`src/rtl/rtd_pkg.sv`:
```
package rtd_pkg;
  localparam logic [7:0] ADDR_RX_GAIN = 8'h38;
  localparam logic [7:0] ADDR_DBL_CTRL = 8'h39;
  localparam logic [7:0] ADDR_TX_TUNE = 8'h3a;
  localparam logic [7:0] ADDR_RX_TUNE = 8'h3b;
  localparam logic [7:0] ADDR_START_TAP = 8'h3c;
  localparam logic [7:0] ADDR_INVERT = 8'h3d;
  localparam logic [7:0] ADDR_PULSE = 8'h3e;
  localparam logic [7:0] ADDR_RX_IF = 8'h3f;

  localparam logic [7:0] MASK_RX_GAIN = 8'h1f;
  localparam logic [7:0] MASK_DBL_CTRL = 8'hc3;
  localparam logic [7:0] MASK_TUNE = 8'hff;
  localparam logic [7:0] MASK_START_TAP = 8'hff;
  localparam logic [7:0] MASK_INVERT = 8'h0f;
  localparam logic [7:0] MASK_PULSE = 8'h3f;
  localparam logic [7:0] MASK_RX_IF = 8'h78;

  localparam logic [7:0] RESET_VALUE = 8'h00;

  localparam int GAIN_W = 5;
  localparam int GAIN_FRAC = 2;
  localparam logic [4:0] UNITY_GAIN = 5'h04;

  localparam int BIT_RX_DBL_RST = 7;
  localparam int BIT_TX_DBL_RST = 6;
  localparam int BIT_RX_DBL_TYPE = 1;
  localparam int BIT_TX_DBL_TYPE = 0;
  localparam int BIT_RX_Q_NEG = 3;
  localparam int BIT_RX_I_NEG = 2;
  localparam int BIT_TX_Q_NEG = 1;
  localparam int BIT_TX_I_NEG = 0;
  localparam int TX_PULSE_HI = 5;
  localparam int TX_PULSE_LO = 3;
  localparam int RX_PULSE_HI = 2;
  localparam int RX_PULSE_LO = 0;
  localparam int BIT_CLK_SEL = 6;
  localparam int BIT_BUS_SEL = 5;
  localparam int BIT_SINGLE = 4;
  localparam int BIT_TRANSMIT_CLOCK_PIN_MODE = 3;
endpackage : rtd_pkg

```
`src/rtl/rtd_datapath_regs.sv`:
```
module rtd_datapath_regs #(
  parameter int RX_W = 12,
  parameter int TX_W = 12
) (
  input wire logic clock,
  input wire logic srst,
  input wire logic reg_write,
  input wire logic reg_read,
  input wire logic [7:0] reg_addr,
  input wire logic [7:0] reg_wdata,
  output logic [7:0] reg_rdata,
  output logic reg_rvalid,
  input wire logic signed [RX_W-1:0] i_input_converter,
  input wire logic signed [RX_W-1:0] q_input_converter,
  output logic signed [RX_W+2:0] rx_i_data,
  output logic signed [RX_W+2:0] rx_q_data,
  output logic signed [RX_W+2:0] rx_single_data,
  input wire logic signed [TX_W-1:0] tx_i_sample,
  input wire logic signed [TX_W-1:0] tx_q_sample,
  output logic signed [TX_W+2:0] i_output_converter,
  output logic signed [TX_W+2:0] q_output_converter,
  output logic rx_doubler_reset,
  output logic tx_doubler_reset,
  output logic rx_doubler_type,
  output logic tx_doubler_type,
  output logic [7:0] tx_doubler_tuning,
  output logic [7:0] rx_doubler_tuning,
  output logic [7:0] doubler_start_tap,
  output logic [2:0] tx_doubler_pulse,
  output logic [2:0] rx_doubler_pulse,
  output logic single_receive_path,
  output logic rx_clock_from_i,
  input wire logic full_duplex,
  input wire logic half_duplex_clock_submode,
  input wire logic tx_clock_source,
  output logic transmit_clock_pin_out,
  output logic transmit_clock_pin_oe
);
  logic [7:0] rx_gain_scale_reg;
  logic [7:0] doubler_reset_and_type_reg;
  logic [7:0] tx_doubler_tuning_reg;
  logic [7:0] rx_doubler_tuning_reg;
  logic [7:0] doubler_initial_tap_reg;
  logic [7:0] iq_spectral_invert_reg;
  logic [7:0] doubler_pulse_width_reg;
  logic [7:0] rx_interface_config_reg;
  logic [7:0] rdata_next;
  logic [7:0] wmasked;
  logic signed [RX_W+2:0] lane_rx_i;
  logic signed [RX_W+2:0] lane_rx_q;
  logic signed [TX_W+2:0] lane_tx_i;
  logic signed [TX_W+2:0] lane_tx_q;
  logic hd_single_clock;

  initial
  begin
    if (RX_W < 2 || TX_W < 2)
      $error("rtd_datapath_regs: sample width must be at least 2");
  end

  // writable bits per address; unmapped addresses give zero
  function automatic logic [7:0] reg_mask(input logic [7:0] addr);
    case (addr)
      rtd_pkg::ADDR_RX_GAIN: reg_mask = rtd_pkg::MASK_RX_GAIN;
      rtd_pkg::ADDR_DBL_CTRL: reg_mask = rtd_pkg::MASK_DBL_CTRL;
      rtd_pkg::ADDR_TX_TUNE: reg_mask = rtd_pkg::MASK_TUNE;
      rtd_pkg::ADDR_RX_TUNE: reg_mask = rtd_pkg::MASK_TUNE;
      rtd_pkg::ADDR_START_TAP: reg_mask = rtd_pkg::MASK_START_TAP;
      rtd_pkg::ADDR_INVERT: reg_mask = rtd_pkg::MASK_INVERT;
      rtd_pkg::ADDR_PULSE: reg_mask = rtd_pkg::MASK_PULSE;
      rtd_pkg::ADDR_RX_IF: reg_mask = rtd_pkg::MASK_RX_IF;
      default: reg_mask = 8'h00;
    endcase
  endfunction : reg_mask

  assign wmasked = reg_wdata & reg_mask(reg_addr);

  always_ff @(posedge clock)
  begin
    if (srst)
    begin
      rx_gain_scale_reg <= rtd_pkg::RESET_VALUE;
      doubler_reset_and_type_reg <= rtd_pkg::RESET_VALUE;
      tx_doubler_tuning_reg <= rtd_pkg::RESET_VALUE;
      rx_doubler_tuning_reg <= rtd_pkg::RESET_VALUE;
      doubler_initial_tap_reg <= rtd_pkg::RESET_VALUE;
      iq_spectral_invert_reg <= rtd_pkg::RESET_VALUE;
      doubler_pulse_width_reg <= rtd_pkg::RESET_VALUE;
      rx_interface_config_reg <= rtd_pkg::RESET_VALUE;
    end
    else if (reg_write)
    begin
      case (reg_addr)
        rtd_pkg::ADDR_RX_GAIN: rx_gain_scale_reg <= wmasked;
        rtd_pkg::ADDR_DBL_CTRL: doubler_reset_and_type_reg <= wmasked;
        rtd_pkg::ADDR_TX_TUNE: tx_doubler_tuning_reg <= wmasked;
        rtd_pkg::ADDR_RX_TUNE: rx_doubler_tuning_reg <= wmasked;
        rtd_pkg::ADDR_START_TAP: doubler_initial_tap_reg <= wmasked;
        rtd_pkg::ADDR_INVERT: iq_spectral_invert_reg <= wmasked;
        rtd_pkg::ADDR_PULSE: doubler_pulse_width_reg <= wmasked;
        rtd_pkg::ADDR_RX_IF: rx_interface_config_reg <= wmasked;
        default: ;
      endcase
    end
  end

  always_comb
  begin
    case (reg_addr)
      rtd_pkg::ADDR_RX_GAIN: rdata_next = rx_gain_scale_reg;
      rtd_pkg::ADDR_DBL_CTRL: rdata_next = doubler_reset_and_type_reg;
      rtd_pkg::ADDR_TX_TUNE: rdata_next = tx_doubler_tuning_reg;
      rtd_pkg::ADDR_RX_TUNE: rdata_next = rx_doubler_tuning_reg;
      rtd_pkg::ADDR_START_TAP: rdata_next = doubler_initial_tap_reg;
      rtd_pkg::ADDR_INVERT: rdata_next = iq_spectral_invert_reg;
      rtd_pkg::ADDR_PULSE: rdata_next = doubler_pulse_width_reg;
      rtd_pkg::ADDR_RX_IF: rdata_next = rx_interface_config_reg;
      default: rdata_next = 8'h00;
    endcase
  end

  always_ff @(posedge clock)
  begin
    if (srst)
    begin
      reg_rdata <= 8'h00;
      reg_rvalid <= 1'b0;
    end
    else
    begin
      reg_rvalid <= reg_read;
      reg_rdata <= reg_read ? rdata_next : 8'h00;
    end
  end

  // doubler controls leave through flops, one cycle after the write
  always_ff @(posedge clock)
  begin
    if (srst)
    begin
      rx_doubler_reset <= 1'b0;
      tx_doubler_reset <= 1'b0;
      rx_doubler_type <= 1'b0;
      tx_doubler_type <= 1'b0;
      tx_doubler_tuning <= 8'h00;
      rx_doubler_tuning <= 8'h00;
      doubler_start_tap <= 8'h00;
      tx_doubler_pulse <= 3'h0;
      rx_doubler_pulse <= 3'h0;
    end
    else
    begin
      // reset is held for as long as software leaves the bit set
      rx_doubler_reset <=
        doubler_reset_and_type_reg[rtd_pkg::BIT_RX_DBL_RST];
      tx_doubler_reset <=
        doubler_reset_and_type_reg[rtd_pkg::BIT_TX_DBL_RST];
      rx_doubler_type <=
        doubler_reset_and_type_reg[rtd_pkg::BIT_RX_DBL_TYPE];
      tx_doubler_type <=
        doubler_reset_and_type_reg[rtd_pkg::BIT_TX_DBL_TYPE];
      // tuning passed through as is; values are software's duty
      tx_doubler_tuning <= tx_doubler_tuning_reg;
      rx_doubler_tuning <= rx_doubler_tuning_reg;
      doubler_start_tap <= doubler_initial_tap_reg;
      tx_doubler_pulse <= doubler_pulse_width_reg
        [rtd_pkg::TX_PULSE_HI:rtd_pkg::TX_PULSE_LO];
      rx_doubler_pulse <= doubler_pulse_width_reg
        [rtd_pkg::RX_PULSE_HI:rtd_pkg::RX_PULSE_LO];
    end
  end

  rtd_lane #(
    .IN_W(RX_W),
    .OUT_W(RX_W + 3)
  ) u_rx_i (
    .clock(clock),
    .srst(srst),
    .sample(i_input_converter),
    .negate(iq_spectral_invert_reg[rtd_pkg::BIT_RX_I_NEG]),
    .gain_code(rx_gain_scale_reg[rtd_pkg::GAIN_W-1:0]),
    .result(lane_rx_i)
  );

  rtd_lane #(
    .IN_W(RX_W),
    .OUT_W(RX_W + 3)
  ) u_rx_q (
    .clock(clock),
    .srst(srst),
    .sample(q_input_converter),
    .negate(iq_spectral_invert_reg[rtd_pkg::BIT_RX_Q_NEG]),
    .gain_code(rx_gain_scale_reg[rtd_pkg::GAIN_W-1:0]),
    .result(lane_rx_q)
  );

  // tx reuses the lane at unity gain, so only the negation changes the sample
  rtd_lane #(
    .IN_W(TX_W),
    .OUT_W(TX_W + 3)
  ) u_tx_i (
    .clock(clock),
    .srst(srst),
    .sample(tx_i_sample),
    .negate(iq_spectral_invert_reg[rtd_pkg::BIT_TX_I_NEG]),
    .gain_code(rtd_pkg::UNITY_GAIN),
    .result(lane_tx_i)
  );

  rtd_lane #(
    .IN_W(TX_W),
    .OUT_W(TX_W + 3)
  ) u_tx_q (
    .clock(clock),
    .srst(srst),
    .sample(tx_q_sample),
    .negate(iq_spectral_invert_reg[rtd_pkg::BIT_TX_Q_NEG]),
    .gain_code(rtd_pkg::UNITY_GAIN),
    .result(lane_tx_q)
  );

  assign rx_i_data = lane_rx_i;
  assign rx_q_data = lane_rx_q;
  assign i_output_converter = lane_tx_i;
  assign q_output_converter = lane_tx_q;

  // single path output; lags the lanes by one cycle
  always_ff @(posedge clock)
  begin
    if (srst)
    begin
      rx_single_data <= '0;
      single_receive_path <= 1'b0;
      rx_clock_from_i <= 1'b0;
    end
    else
    begin
      single_receive_path <=
        rx_interface_config_reg[rtd_pkg::BIT_SINGLE];
      if (rx_interface_config_reg[rtd_pkg::BIT_BUS_SEL])
        rx_single_data <= lane_rx_i;
      else
        rx_single_data <= lane_rx_q;
      // clock choice only matters while a single path is in use
      rx_clock_from_i <= rx_interface_config_reg[rtd_pkg::BIT_SINGLE] &
        rx_interface_config_reg[rtd_pkg::BIT_CLK_SEL];
    end
  end

  assign hd_single_clock = ~full_duplex & ~half_duplex_clock_submode;

  // outside half-duplex single-clock mode the pin is always driven
  always_ff @(posedge clock)
  begin
    if (srst)
    begin
      transmit_clock_pin_out <= 1'b0;
      transmit_clock_pin_oe <= 1'b0;
    end
    else
    begin
      transmit_clock_pin_out <= tx_clock_source;
      if (hd_single_clock)
        transmit_clock_pin_oe <=
          rx_interface_config_reg[rtd_pkg::BIT_TRANSMIT_CLOCK_PIN_MODE];
      else
        transmit_clock_pin_oe <= 1'b1;
    end
  end
endmodule : rtd_datapath_regs

```
`src/rtl/rtd_lane.sv`:
```
module rtd_lane #(
  parameter int IN_W = 12,
  parameter int OUT_W = 15
) (
  input wire logic clock,
  input wire logic srst,
  input wire logic signed [IN_W-1:0] sample,
  input wire logic negate,
  input wire logic [rtd_pkg::GAIN_W-1:0] gain_code,
  output logic signed [OUT_W-1:0] result
);
  localparam int EXT_W = IN_W + 1;
  localparam int PROD_W = EXT_W + rtd_pkg::GAIN_W + 1;

  logic signed [EXT_W-1:0] signed_sample;
  logic signed [PROD_W-1:0] product;
  logic signed [PROD_W-1:0] shifted;

  initial
  begin
    if (OUT_W < IN_W + 3)
      $error("rtd_lane: OUT_W too narrow for full gain range");
  end

  // extend first so negating the most negative code cannot wrap
  always_comb
  begin
    signed_sample = EXT_W'(sample);
    if (negate)
      signed_sample = -EXT_W'(sample);
    product = PROD_W'(signed_sample) *
      PROD_W'($signed({1'b0, gain_code}));
    shifted = product >>> rtd_pkg::GAIN_FRAC;
  end

  // fraction bits dropped by truncation toward minus infinity
  always_ff @(posedge clock)
  begin
    if (srst)
      result <= '0;
    else
      result <= OUT_W'(shifted);
  end
endmodule : rtd_lane

```
`config.mk`:
```
export PLATFORM = sky130hd
export DESIGN_NAME = rtd_datapath_regs
export DESIGN_NICKNAME = d
export VERILOG_FILES = /design/src/rtl/rtd_pkg.sv /design/src/rtl/rtd_datapath_regs.sv /design/src/rtl/rtd_lane.sv
export SDC_FILE = /design/constraint.sdc
export NUM_CORES = 1
export LEC_CHECK = 0
export BUFFER_PORTS_ARGS = -buffer_cell sky130_fd_sc_hd__buf_2
export CAP_MARGIN = 20
export CORE_MARGIN = 5
export CORE_UTILIZATION = 25
export DETAILED_ROUTE_END_ITERATION = 16
export MAX_ROUTING_LAYER = met4
export SYNTH_ARGS = -nofsm -noshare
export SYNTH_HDL_FRONTEND = slang
export SYNTH_SLANG_ARGS = --single-unit
```
`constraint.sdc`:
```
create_clock -name clock -period 6.8 [get_ports clock]
set_clock_uncertainty 0.1 [all_clocks]
set_input_delay 2.04 -clock clock [delete_from_list [all_inputs] [get_ports clock]]
set_output_delay 2.04 -clock clock [all_outputs]
set_load 0.02 [all_outputs]
```
==> results.py, run 1 <==
metrics = {
    "synth": {
        "avgSynthCellArea_sq_um": 8.91,
        "synth.distinct_cells": 59,
        "ys_ff_latch": 182,
        "synth_most_common_cell": "dfxtp_1",
        "synth_top_area_frac": 0.320,
        "synthCells": 1277,
        "ys_seq_area_frac": 0.320,
        "synth_area_leader_cell": "dfxtp_1",
        "synth-edff-count": 0,
        "syn-num-nets": 1484,
        "synth.cell_area_sq_um": 11400,
        "synth_flop_cell": "dfxtp_1",
        "yosysWarnings": 0,
        "synth_common_cells": "dfxtp_1 (182), nor2b_1 (152), nor2_1 (137), inv_1 (133), fa_1 (74)",
        "async_flop_share": 0,
        "ys_top_cells_by_area": "dfxtp_1 (32%), fa_1 (13%), nor2b_1 (8.4%)",
    },
    "floorplan": {
        "initial_core_util": 0.252,
        "die_area_sq_um": 49900,
        "row_count": 78,
        "dieHeight_um": 223,
        "io-pin-count": 193,
        "core_area_sq_um": 45200,
        "die_w_um": 223,
    },
    "detailed_routing": {
        "drt_first_pass_iters": 5,
        "wl_per_cell_um": 15.4,
        "ant_nets": 0,
        "drcViolationCount": 0,
        "drtIter0Drc": 414,
        "viasPerCell": 4.41,
        "totalWireLength_um": 32700,
        "vias": 9369,
    },
    "cts": {
        "cts_tree": "yes",
        "h-tree-depth": 4,
        "numCtsBuffers": 17,
        "cts_resized": 0,
        "cts_root_buffer": "clkbuf_16",
        "clkSlewWorstSetupHoldPaths_ns": 0.08,
        "insertion_delay_ns": 0.45,
        "cts_buffer_depth": 2,
        "cts.sinks": 182,
        "cts_hold_buffers": 0,
        "post_cts_buffers": 0,
    },
    "sta": {
        "worst_pin_slew_ns": 0.925,
        "fmax_mhz": 154,
        "setup_violations": 0,
        "rsz0062_at_grt": "false",
        "maxSlewHeadroom": 0.378,
        "period_share": 0.956,
        "slew_violations": 0,
        "fin_ws_ns": 0.298,
        "whs_ns": 0.360,
        "finalWorstPathRequiredPeriod_ns": 6.50,
        "hold_viol": 0,
    },
    "finish": {
        "nNetsFinal": 1718,
        "fin_area_sq_um": 14100,
        "drive_above_1_share": 0.222,
        "post-route-util": 0.313,
        "area_delta_synth_final_pct": 24.1,
        "num_antenna_cells": 0,
    },
    "placement": {
        "post_dp_cell_area_sq_um": 13500,
        "port_buffers": 192,
        "dp_slack_ns": -0.230,
        "hpwl_um": 26000,
        "place.gp.congestion": 0.855,
    },
    "power": {
        "power_density_nw_per_um2": 158,
        "leakagePower_nw": 6.57,
        "switching_power_mw": 0.598,
        "comb_power_share": 0.067,
        "total_power_mw": 2.23,
        "irDropWorstVdd_v": 0.000188,
        "clkPwrFrac": 0.449,
        "switching_share": 0.269,
        "p_int_mw": 1.63,
        "p_seq_frac": 0.484,
    },
    "global_route": {
        "top_usage_layer": "met2",
        "overflow": 0,
        "grt_use_total": 0.132,
        "met1_usage": 0.173,
        "grt.met2_usage": 0.209,
        "use_met3": 0.0229,
        "grt_max_degree": 81,
        "antenna_found_initial": 0,
        "grt_first_pass_wirelength_um": 51600,
        "first_global_vias": 9520,
    },
    "setup_path": {
        "cp_max_fo": 3,
        "cp_num_buf_inv": 3,
        "cp-start-kind": "input port",
        "end_kind": "flop",
        "crit_required_ns": 7.01,
        "slowest_stage": "fa_1",
        "critPathMaxStageDelay_ns": 0.55,
        "crit_top_cell": "fa_1",
        "worstSetupPathType": "in2reg",
        "critPathTopFamily": "adder cells",
        "crit_arrival_ns": 6.71,
        "crit_chain": "buf_2 > or4_1 > or2_2 > o31ai_2 > xor2_1 > and2b_1 > fa_1 > fa_1 > inv_1 > fa_1 > inv_1 > ha_1 > a2111oi_4 > or2b_1 > a21oi_2 > o211ai_1 > a21oi_2 > nor3b_2",
    },
    "hold_path": {
        "hp-class": "reg2reg",
    },
    "outcome": {
        "run_status": "completed",
    },
    "job": {
        "drv_cap": 0,
    },
}
## per-layer routing
layer,vias up,routed length [um]
li1,4586,-
met1,4522,15600
met2,223,14900
met3,38,1420
met4,0,800
met5,-,0
## layout make-up
| type | instances | area, sq um |
|---|---|---|
| clock buffer | 17 | 425 |
| clock inverter | 15 | 175 |
| fill | 4693 | 31100 |
| inverter | 134 | 503 |
| multi-input combinational | 901 | 7040 |
| sequential | 182 | 3640 |
| tap | 600 | 751 |
| timing repair buffer | 275 | 1590 |
## final timing paths
kind | startpoint | to | slack (ns) | cells after the start
worst max register to register | iq_spectral_invert_reg[3] | u_rx_q.result[12] | 1.82 | 18
worst min register to register | doubler_reset_and_type_reg[2] | doubler_reset_and_type_reg[2] | 0.36 | 1
worst min-delay path | doubler_reset_and_type_reg[2] | doubler_reset_and_type_reg[2] | 0.36 | 1
worst max-delay path | i_input_converter[7] | u_rx_i.result[14] | 0.30 | 18
## logic make-up after synthesis
family                     Yosys count  synth area share
muxes                               66            0.0591
DFF                                182             0.320
buffers and inverters              194            0.0662
AOI/OAI and AO/OA                  150            0.0813
and+or+nand+nor                    481             0.222
adders and majority gates          136             0.198
xor gates and xnor gates            68            0.0524
## power groups by stage
stage          combinational (mW)  clock, mW  sequential, mW
2_1_floorplan              0.0634          0            1.11
3_3_place_gp                0.147          0            1.10
3_5_place_dp                0.150          0            1.10
4_1_cts                     0.150       1.03            1.08
5_1_grt                     0.163       1.07            1.08
6_report                    0.150      0.999            1.08
## cell usage in the layout, fill, tap and decap left out, types with 5 or more instances in the layout
cell type	instances
o21ai_0	44
inv_1	133
clkbuf_16	17
fa_1	74
or3_1	5
buf_4	84
dfxtp_1	182
mux2i_1	57
nand2b_1	18
a22oi_1	5
ha_1	62
buf_2	191
nand3_1	13
xor2_1	43
mux2_2	9
o31ai_1	10
nor2b_1	152
nor2_1	137
a21oi_1	45
or2_2	5
nor3_1	22
a211oi_1	9
and3_1	7
and2_1	25
xnor2_1	25
nand2_1	64
## stage by stage
step | instances | setup TNS (ns)
after CTS | 2124 | 0
after global routing | 2124 | 0
after floorplan | 1277 | 0
final | 2124 | 0
after global placement | 2092 | -0.460
after detailed placement | 2092 | -1.19
## worst register-to-register path, stage by stage (launching register included)
cell	delay [ns]
dfxtp_1	0.78
inv_1	0.20
a31oi_1	0.22
xnor2_1	0.14
buf_4	0.16
nor2b_1	0.06
fa_1	0.48
inv_1	0.05
fa_1	0.46
fa_1	0.54
inv_1	0.04
ha_1	0.23
a211oi_1	0.29
o21ai_0	0.16
buf_4	0.17
a21oi_1	0.23
o31ai_1	0.13
xnor2_1	0.34
nor2_1	0.08
(Power assumes the default switching activity.)
==> run 2: changes to the inputs <==
- CORE_UTILIZATION: 25 -> 50
- PLACE_DENSITY: unset -> 0.75
==> run 2 against run 1 <==
Clock power is essentially flat. Final cell count shrank 16%. Sequential power barely moved. Routed wire length down 13%. Flip-flop and latch count is the same. Total power is 0.27% lower. Register-to-register slack improved by 0.05 ns. Non-clock buffer count decreased by 17. Fmax down 0.12%. Global-route usage up 9.1 points. Critical endpoint unchanged. Highest routed layer unchanged.
==> results.py, run 2 (synthesized netlist as in run 1, its figures left out) <==
metrics = {
    "sta": {
        "worst_pin_slew_ns": 1.12,
        "fin_ws_ns": 0.290,
        "slew_violations": 0,
        "period_share": 0.957,
        "whs_ns": 0.365,
        "setup_violations": 0,
        "maxSlewHeadroom": 0.255,
        "rsz0062_at_grt": "false",
        "hold_viol": 0,
        "fmax_mhz": 154,
        "finalWorstPathRequiredPeriod_ns": 6.51,
    },
    "floorplan": {
        "die_area_sq_um": 25900,
        "initial_core_util": 0.506,
        "die_w_um": 161,
        "row_count": 55,
        "dieHeight_um": 161,
        "core_area_sq_um": 22500,
        "io-pin-count": 193,
    },
    "power": {
        "leakagePower_nw": 6.49,
        "power_density_nw_per_um2": 163,
        "irDropWorstVdd_v": 0.000181,
    },
    "setup_path": {
        "crit_required_ns": 6.99,
        "worstSetupPathType": "in2reg",
        "cp-start-kind": "input port",
        "end_kind": "flop",
        "crit_arrival_ns": 6.70,
        "regToRegSetupSlack_ns": 1.87,
        "cp_max_fo": 4,
    },
    "placement": {
        "place.gp.congestion": 0.897,
        "port_buffers": 192,
        "dp_slack_ns": -0.147,
        "post_dp_cell_area_sq_um": 13000,
        "hpwl_um": 22200,
    },
    "job": {
        "drv_cap": 0,
    },
    "cts": {
        "h-tree-depth": 4,
        "numCtsBuffers": 17,
        "cts_buffer_depth": 2,
        "cts.sinks": 182,
        "cts_tree": "yes",
        "cts_root_buffer": "clkbuf_16",
        "insertion_delay_ns": 0.44,
        "clkSlewWorstSetupHoldPaths_ns": 0.07,
    },
    "global_route": {
        "antenna_found_initial": 0,
        "overflow": 0,
        "grt_first_pass_wirelength_um": 46200,
        "grt_use_total": 0.224,
        "grt_max_degree": 96,
        "first_global_vias": 9194,
    },
    "detailed_routing": {
        "totalWireLength_um": 28300,
        "wl_per_cell_um": 15.8,
        "viasPerCell": 5.21,
        "drcViolationCount": 0,
        "drtIter0Drc": 630,
        "vias": 9328,
        "drt_first_pass_iters": 6,
        "ant_nets": 0,
    },
    "finish": {
        "mostFrequentLayoutCells": "buf_2 (191), dfxtp_1 (182), nor2b_1 (152)",
        "fin_area_sq_um": 13600,
        "nNetsFinal": 1701,
        "num_antenna_cells": 0,
        "drive_above_1_share": 0.210,
        "final_common_cell": "buf_2",
        "final.fill_count": 1940,
        "area_delta_synth_final_pct": 19.6,
    },
    "outcome": {
        "run_status": "completed",
    },
    "hold_path": {
        "hp-class": "reg2reg",
    },
}
-- run 2: where the power goes --
group / total (mW) / switching (mW) / internal, mW
sequential: 1.08 / 0.00254 / 1.07
combinational: 0.145 / 0.0917 / 0.0537
clock: 0.998 / 0.492 / 0.506
total: 2.22 / 0.586 / 1.63
-- run 2: critical path, stage by stage --
cell and delay, ns:
buf_2 0.10, inv_1 0.05, ha_1 0.17, or4b_2 0.66, o21ai_0 0.23, xor2_1 0.28
nor2b_1 0.11, fa_1 0.49, fa_1 0.55, inv_1 0.05, fa_1 0.47, inv_1 0.05
ha_1 0.33, a2111oi_4 0.32, or2b_1 0.27, a21oi_2 0.16, o211ai_1 0.14, a21oi_1 0.17
nor3b_1 0.06
-- run 2: through the flow --
step | TNS (ns) | cells | utilization | power [mW]
2_1_floorplan | 0 | 1277 | - | 1.18
3_3_place_gp | -0.0763 | 1760 | 0.576 | 1.24
3_5_place_dp | -0.544 | 1760 | 0.576 | 1.25
4_1_cts | 0 | 1792 | 0.604 | 2.23
5_1_grt | 0 | 1792 | 0.604 | 2.30
6_report | 0 | 1792 | 0.604 | 2.22
-- run 2: worst paths after layout --
path,startpoint,depth (start not counted),endpoint
worst max register to register,iq_spectral_invert_reg[3],16,u_rx_q.result[12]
worst min register to register,doubler_reset_and_type_reg[5],1,doubler_reset_and_type_reg[5]
worst max-delay path,i_input_converter[0],19,u_rx_i.result[14]
worst min-delay path,doubler_reset_and_type_reg[5],1,doubler_reset_and_type_reg[5]
-- run 2: cell type report --
type,count,area [sq um],share of cell area
timing repair buffer,258,1460,0.107
clock buffer,17,425,0.0313
inverter,134,503,0.0370
clock inverter,15,203,0.0149
multi-input combinational,901,7010,0.515
tap,285,357,0.0262
sequential,182,3640,0.268
-- run 2: metal layers --
metal  vias up  global-route usage  routed length [um]
li1       4557                   -                   -
met1      4425               0.284               12200
met2       301               0.365               13300
met3        45              0.0354                1870
met4         0              0.0760                 869
met5         -                   -                   0
-- run 2: what timing repair did --
action / in CTS / in global routing
hold buffers: 0 / 0
endpoints found under the hold margin: 0 / 0
gates resized for setup: 0 / 1
setup buffers: 0 / 0
setup endpoints to repair: 0 / 2
